==> src/hdl/crci_regs.svh <==
`ifndef CRCI_REGS_SVH
`define CRCI_REGS_SVH

// Register offset
`define CRCI_CTRL_OFS     8'h08
// Field positions
`define CRCI_FLAG_LSB     0
`define CRCI_SECF_BIT     7
`define CRCI_EN_LSB       8
`define CRCI_CLR_LSB      16
`define CRCI_SECC_BIT     23
// Ready source indices
`define CRCI_SRC_EXTFAST  3
`define CRCI_SRC_PLLB     5
`define CRCI_SRC_PLLC     6
// Reset values
`define CRCI_FLAG_RST     7'h00
`define CRCI_EN_RST       7'h00
`define CRCI_SYNC_RST     8'h00
`define CRCI_DATA_RST     32'h0000_0000
`endif

==> src/hdl/crci_pkg.sv <==
package crci_pkg;
  // Bus data and address types
  typedef logic [31:0] crci_word_t;
  typedef logic [7:0]  crci_addr_t;
  // One bit per ready source, low to high
  typedef logic [6:0]  crci_src_t;
endpackage

==> src/hdl/crci_top.sv <==
`timescale 1ns/1ps
`include "crci_regs.svh"

module crci_top #(
  parameter bit HAS_PLL_B = 1'b1,
  parameter bit HAS_PLL_C = 1'b1
) (
  // Clock and reset
  input  wire logic              clk,
  input  wire logic              srst,
  // Register port
  input  wire crci_pkg::crci_addr_t regAddr,
  input  wire crci_pkg::crci_word_t regWdata,
  input  wire logic              regWr,
  input  wire logic              regRd,
  output crci_pkg::crci_word_t   regRdata,
  // Ready levels from oscillators and PLLs
  input  wire crci_pkg::crci_src_t srcReady,
  // Clock security
  input  wire logic              extFastOscFail,
  input  wire logic              secMonitorEnable,
  // Interrupt lines
  output logic                   clkIrq,
  output logic                   secFailIrq
);
  import crci_pkg::*;

  // ----------------------------------------------------------------
  // Variant masks
  // ----------------------------------------------------------------

  // Absent PLLs keep their bits at zero
  localparam crci_src_t SRC_MASK = crci_src_t'(
    7'h1f | ({6'h00, HAS_PLL_B} << `CRCI_SRC_PLLB)
          | ({6'h00, HAS_PLL_C} << `CRCI_SRC_PLLC));

  // ----------------------------------------------------------------
  // Input synchronisers
  // ----------------------------------------------------------------

  logic [7:0] sync1_q;
  logic [7:0] sync2_q;
  logic [7:0] sync3_q;
  logic [7:0] stable_q;
  logic [7:0] agree;
  logic [7:0] rise;

  // Three stages; the first feeds only the second
  always_ff @(posedge clk)
  begin
    if (srst)
    begin
      sync1_q <= `CRCI_SYNC_RST;
      sync2_q <= `CRCI_SYNC_RST;
      sync3_q <= `CRCI_SYNC_RST;
    end
    else
    begin
      sync1_q <= {extFastOscFail, srcReady};
      sync2_q <= sync1_q;
      sync3_q <= sync2_q;
    end
  end

  // A change counts once stages two and three agree
  assign agree = ~(sync2_q ^ sync3_q);

  // Filtered level, moves only on agreement
  always_ff @(posedge clk)
  begin
    if (srst)
      stable_q <= `CRCI_SYNC_RST;
    else
      stable_q <= (stable_q & ~agree) | (sync2_q & agree);
  end

  assign rise = agree & sync2_q & ~stable_q;

  // ----------------------------------------------------------------
  // Register decode
  // ----------------------------------------------------------------

  logic      ctrlHit;
  logic      ctrlWr;
  crci_src_t clrBits;
  crci_src_t enWrite;
  logic      secClr;

  assign ctrlHit = (regAddr == `CRCI_CTRL_OFS);
  assign ctrlWr  = regWr & ctrlHit;
  assign clrBits = ctrlWr ? regWdata[`CRCI_CLR_LSB +: 7] : 7'h00;
  assign secClr  = ctrlWr & regWdata[`CRCI_SECC_BIT];
  assign enWrite = regWdata[`CRCI_EN_LSB +: 7];

  // ----------------------------------------------------------------
  // Interrupt enables
  // ----------------------------------------------------------------

  crci_src_t en_q;

  // enables load on a write, reset zero
  always_ff @(posedge clk)
  begin
    if (srst)
      en_q <= `CRCI_EN_RST;
    else if (ctrlWr)
      en_q <= enWrite & SRC_MASK;
  end

  // ----------------------------------------------------------------
  // Ready flags
  // ----------------------------------------------------------------

  crci_src_t flag_q;
  crci_src_t flag_d;
  crci_src_t readySet;

  assign readySet = rise[6:0] & SRC_MASK;

  // set beats clear in the same cycle
  assign flag_d = (flag_q & ~clrBits) | readySet;

  always_ff @(posedge clk)
  begin
    if (srst)
      flag_q <= `CRCI_FLAG_RST;
    else
      flag_q <= flag_d;
  end

  // ----------------------------------------------------------------
  // Clock security
  // ----------------------------------------------------------------

  logic secActive;
  logic secSet;
  logic secFlag_q;
  logic secFlag_d;

  // detector runs only when enabled and oscillator ready
  assign secActive = secMonitorEnable & stable_q[`CRCI_SRC_EXTFAST];
  assign secSet    = secActive & rise[7];
  assign secFlag_d = (secFlag_q & ~secClr) | secSet;

  always_ff @(posedge clk)
  begin
    if (srst)
      secFlag_q <= 1'b0;
    else
      secFlag_q <= secFlag_d;
  end

  // ----------------------------------------------------------------
  // Interrupt outputs
  // ----------------------------------------------------------------

  // clock request while a ready flag meets its enable
  always_ff @(posedge clk)
  begin
    if (srst)
    begin
      clkIrq     <= 1'b0;
      secFailIrq <= 1'b0;
    end
    else
    begin
      clkIrq     <= |(flag_d & en_q);
      secFailIrq <= secFlag_d;   // Not maskable, flag alone drives it
    end
  end

  // ----------------------------------------------------------------
  // Read port
  // ----------------------------------------------------------------

  crci_word_t readWord;

  // clear and reserved bits stay zero
  always_comb
  begin
    readWord = `CRCI_DATA_RST;
    readWord[`CRCI_FLAG_LSB +: 7] = flag_q;
    readWord[`CRCI_SECF_BIT]      = secFlag_q;
    readWord[`CRCI_EN_LSB +: 7]   = en_q;
  end

  // Data valid only in the cycle after the strobe
  always_ff @(posedge clk)
  begin
    if (srst)
      regRdata <= `CRCI_DATA_RST;
    else if (regRd && ctrlHit)
      regRdata <= readWord;
    else
      regRdata <= `CRCI_DATA_RST;  // Unmapped reads return zero
  end
endmodule // crci_top

==> config.mk <==
export PLATFORM = sky130hd
export DESIGN_NAME = crci_top
export DESIGN_NICKNAME = d
export VERILOG_FILES = /design/src/hdl/crci_pkg.sv /design/src/hdl/crci_top.sv
export VERILOG_INCLUDE_DIRS = /design/src /design/src/hdl
export SDC_FILE = /design/constraint.sdc
export NUM_CORES = 1
export LEC_CHECK = 0
export BUFFER_PORTS_ARGS = -buffer_cell sky130_fd_sc_hd__buf_4
export CORE_ASPECT_RATIO = 0.7
export CORE_MARGIN = 5
export CORE_UTILIZATION = 40
export DETAILED_ROUTE_END_ITERATION = 8
export PLACE_DENSITY_LB_ADDON = 0.15
export SYNTH_ARGS = -nofsm -noshare
export SYNTH_HDL_FRONTEND = slang
export SYNTH_SLANG_ARGS = --single-unit
==> constraint.sdc <==
create_clock -name clk -period 1.6 [get_ports clk]
set_input_delay 0 -clock clk [delete_from_list [all_inputs] [get_ports clk]]
set_output_delay 0 -clock clk [all_outputs]
set_load 0.01 [all_outputs]
### After elaboration in Yosys (flattened, before gate mapping)

Cells that the tools add are included.

| storage, ports and cells | value |
|---|---|
| flip-flop bits (word level) | 80 |
| logic and storage cells | 35 |
| input bits | 53 |
| output and inout bits | 34 |

| operators by class | value |
|---|---|
| bitwise gates (word level) | 20 |
| reduce and logical (&&, ||, !) cells | 3 |
| muxes and demuxes | 1 |
| eq/ne operators | 1 |

Operators with widths:

| kind | number |
|---|---|
| 8-bit bitwise AND | 3 |
| 8-bit NOT | 3 |
| 7-bit bitwise AND | 2 |
| 8-bit by 4-bit == test with 1-bit output (second input constant) | 1 |
| 8-bit OR | 1 |
| 8-bit bitwise XOR | 1 |
| 7-bit 2-to-1 mux | 1 |
| 7-bit NOT | 1 |
| 7-bit OR | 1 |
| 7-bit OR reduction | 1 |
| 1-bit bitwise AND | 5 |
| 1-bit NOT | 2 |
| 2-bit OR reduction | 1 |
| 1-bit logical AND | 1 |
| 1-bit OR | 1 |

### Depth between registers and ports, before layout

| depth | value |
|---|---|
| word-level depth | 8 |
| depth in mapped cells | 7 |
| gate-level depth less buffers | 6 |

### Least setup slack after synthesis

Ideal clock, no wire load.

| timing | value |
|---|---|
| path kind | reg-to-reg |
| start point | register sync2_q[4] |
| end point | register clkIrq |
| path slack | 413 ps |
| setup time | 132 ps |
| required time | 1468 ps |
| cell stages (with the launch flop) | 7 |
| arrival | 1055 ps |
| buffers on the path | 0 |
| cells stage by stage | dfxtp_1 ha_1 nor2b_1 o21ai_0 nand4_1 nor3_1 a21oi_1 |

| between the ends | value |
|---|---|
| cells in the longest elaborated chain, start to end | 7 |

Ends and longest elaborated chain:

| what | RTL line | source |
|---|---|---|
| start, declared | crci_top.sv:42 | `logic [7:0] sync2_q;` |
| start signal, assigned | crci_top.sv:54 | `` sync2_q <= `CRCI_SYNC_RST; `` |
| start signal, assigned | crci_top.sv:60 | `sync2_q <= sync1_q;` |
| 8-bit bitwise XOR | crci_top.sv:66 | `assign agree = ~(sync2_q ^ sync3_q);` |
| 8-bit NOT | crci_top.sv:66 |  |
| 8-bit bitwise AND (*) (2 in series) | crci_top.sv:77 | `assign rise = agree & sync2_q & ~stable_q;` |
| 7-bit OR (*) | crci_top.sv:121 | `assign flag_d = (flag_q & ~clrBits) \| readySet;` |
| 7-bit bitwise AND (*) | crci_top.sv:167 | `clkIrq <= \|(flag_d & en_q);` |
| 7-bit OR reduction (*) | crci_top.sv:167 |  |
| end signal, assigned | crci_top.sv:167 |  |
| end, declared | crci_top.sv:23 | `output logic clkIrq,` |

Every way passes the cells marked *; elsewhere a longest branch is shown, timed or not.
A chain may end at the register's enable or synchronous reset.

### Worst setup path in the final report

| timing | value |
|---|---|
| start point | input port regAddr[5] |
| end point | register secFailIrq |

| between the ends | value |
|---|---|
| cells in the longest elaborated chain, start to end | 6 |

Ends and longest elaborated chain:

| what | RTL line | source |
|---|---|---|
| start, declared | crci_top.sv:12 | `input wire crci_pkg::crci_addr_t regAddr,` |
| 8-bit by 4-bit == test with 1-bit output (no line) | - |  |
| 1-bit bitwise AND | crci_top.sv:90 | `assign ctrlWr = regWr & ctrlHit;` |
| 1-bit bitwise AND | crci_top.sv:92 | `` assign secClr = ctrlWr & regWdata[`CRCI_SECC_BIT]; `` |
| 1-bit NOT | crci_top.sv:143 | `assign secFlag_d = (secFlag_q & ~secClr) \| secSet;` |
| 1-bit bitwise AND | crci_top.sv:143 |  |
| 1-bit OR | crci_top.sv:143 |  |
| end signal, assigned | crci_top.sv:168 | `secFailIrq <= secFlag_d;` |
| end, declared | crci_top.sv:24 | `output logic secFailIrq` |

No other way between the ends.

==> out/metrics.csv <==
metric;value;unit
FF-to-FF setup slack;0.24;ns
synthesized cell area;0.00235;sq mm
CP Cell Sequence;buf_4 > nor4b_2 > and3_1 > nand2_1 > nand2_1 > a21oi_1 > dlygate4sd3_1;
Design Area, Final;0.00320;sq mm
Routed wire per std cell;11.0;um
synth-to-layout area growth;35.9;%
Max Cap Viol;0;
Crit path largest cell delay;0.58;ns
PnR worst setup slack;0.238;ns
die footprint;0.00754;sq mm
Final Max Tran Viols;0;
CTS tree;done;
leakage dissipation;1.41;nW
pwr/cell area;1020;mW/mm^2
Port Buffers;52;
vias in the first global route;1595;
vias after detailed routing;1636;
fin crit period;1.36;ns
antenna cell count;0;
CTS Sinks;63;
Total GRT Usage;12.6;%
Crit Path Max Fanout;8;
unrepaired setup endpoints after global routing;false;
Clock Tree Root;clkbuf_8;
register area share after synthesis;53.6;%
clk_lat worst skew;0.33;ns
GP Congestion;0.728;
Starting Density;41.1;%
nets;373;
placed cells;352;
post-route ant nets;0;
Die Wd;102;um
Core Util, Final;55.9;%
cell family with most CP delay;simple AND/OR/NAND/NOR gates;
first-pass GRT wire length;7230;um
WP buf/inv;2;
H-tree Lvls;3;
Initial DRT Pass Iterations;3;
setup TNS;0;ns
Highest Clock Rate;0.734;GHz
hold buffer count at cts;24;
CTS Buffer Depth;2;
largest net degree at the start of global routing;49;
yosys warns;0;
slowest CP cell;dlygate4sd3_1;
Synth Instances;230;
fin cells;392;
Hold Crit Class;input pin to flip-flop;
worst setup path class;input pin to flip-flop;
core area;0.00573;sq mm
type of origin of the critical path;input pin;
drt drc;0;
Die Ht;74.2;um
Worst EP arrival;1.58;ns
cts bufs inserted;9;
clock slew at reported path FFs;0.07;ns
DP Area;0.00275;sq mm
status;finished clean;
critical path endpoint category;flip-flop;
syn_area_per_cell;10.2;sq um
Yosys cell types;24;
HPWL after DPL;2960;um
worst endpoint required time;1.81;ns
initial antenna violation count;0;
layout cell share with drive strength beyond 1;24.3;%
pre-CTS WS;0.185;ns
post-route clock period utilization;85.1;%
clk_skew;0.00780;ns
CP dominant cell by count;nand2_1;
Top-Level Pins;87;
final wirelength;4330;um
Yosys reg bits;63;
# rows;23;
initial DRC count;37;
final hold vios;0;
Max VDD drop;0.620;mV
post-cts resize count;0;
final global-route overflow total;0;
Avg Vias per Cell;4.17;
Setup Buffers After CTS;0;
endpoints failing setup;0;
[per-layer routing]
layer / share of wire (%) / vias to the layer above / track usage (%)
met1: 47 / 705 / 16.0
met4: 1.1 / 0 / 6.19
met5: 0 / - / 0
met3: 7.0 / 7 / 4.50
li1: - / 878 / -
met2: 44 / 46 / 19.3
[path summary, 6_finish.rpt]
kind	startpoint	to	cells past startpoint
setup / recovery	regAddr[5]	secFailIrq	7
hold / removal	srst	flag_q[6]	3
setup reg to reg	sync2_q[5]	clkIrq	6
hold reg to reg	sync1_q[3]	sync2_q[3]	1
[cells in the final DEF, fill, tap and decap left out]
cell type	count
dfxtp_1	63
and4b_1	1
a21oi_1	9
bufinv_16	2
o21ai_0	13
conb_1	17
ha_1	8
buf_4	56
nor2b_1	38
nand4_1	1
clkinvlp_4	2
clkbuf_1	1
nor4b_2	1
nand2_1	9
nand2_2	2
a21oi_2	2
clkbuf_8	9
dlygate4sd3_1	24
clkinv_2	2
and2_1	15
nor3_1	1
and3_1	1
mux2i_1	15
nand4b_1	1
nand3_1	1
nor4_2	1
nor2_1	22
[power by group]
part | switching [mW] | total [mW] | internal, mW
sequential | 0.0133 | 1.61 | 1.60
clock | 0.584 | 1.46 | 0.871
combinational | 0.0795 | 0.204 | 0.124
[cell type report]
cell class	instances	area, sq um
Fill cell	517	2530
Sequential cell	63	1260
Multi-Input combinational cell	158	971
Timing Repair Buffer	80	661
Clock buffer	10	128
Tap cell	75	93.8
Clock inverter	6	85.1
[cells in the mapped netlist]
cell type / count / share of area, %
nor2b_1: 38 / 10
ha_1: 8 / 4.3
dfxtp_1: 63 / 54
o21ai_0: 13 / 2.8
buf_6: 1 / 0.48
nand4b_1: 1 / 0.37
conb_1: 1 / 0.16
and3_1: 1 / 0.27
nand3_1: 1 / 0.21
and2_1: 15 / 4.0
nor3_1: 1 / 0.21
buf_12: 1 / 0.85
a21oi_2: 2 / 0.74
buf_4: 17 / 5.4
and4b_1: 1 / 0.43
nor4_2: 1 / 0.53
clkbuf_1: 6 / 0.96
nand4_1: 1 / 0.27
nor2_1: 22 / 3.5
nand2_1: 9 / 1.4
nor4b_2: 1 / 0.64
mux2i_1: 15 / 6.4
nand2_2: 2 / 0.53
a21oi_1: 9 / 1.9
[metrics by stage]
stage	power, mW	hold slack (ns)
3_5_place_dp	1.81	0.215
3_3_place_gp	1.80	0.210
6_report	3.27	0.240
5_1_grt	3.43	0.259
4_1_cts	3.33	0.239
2_1_floorplan	1.75	0.128
[cells by family (layout without fill, tap and decap cells)]
group                      count (synthesis)  in the layout  share of synthesized area [%]
and+or+nand+nor                           94             94                           22.5
buffers and inverters                     25             96                           7.71
other                                      1             17                          0.159
adders and majority gates                  8              8                           4.25
DFF                                       63             63                           53.6
AOI/OAI and AO/OA                         24             24                           5.42
muxes                                     15             15                           6.38
[worst register-to-register path: cells and delay by family, from the launching register on]
kind	cells	cell delay [ns]
compound gates	2	0.30
fa+ha+maj	1	0.18
flops	1	0.32
simple gates	3	0.44
Note: power is estimated with default switching activity, not from simulation.
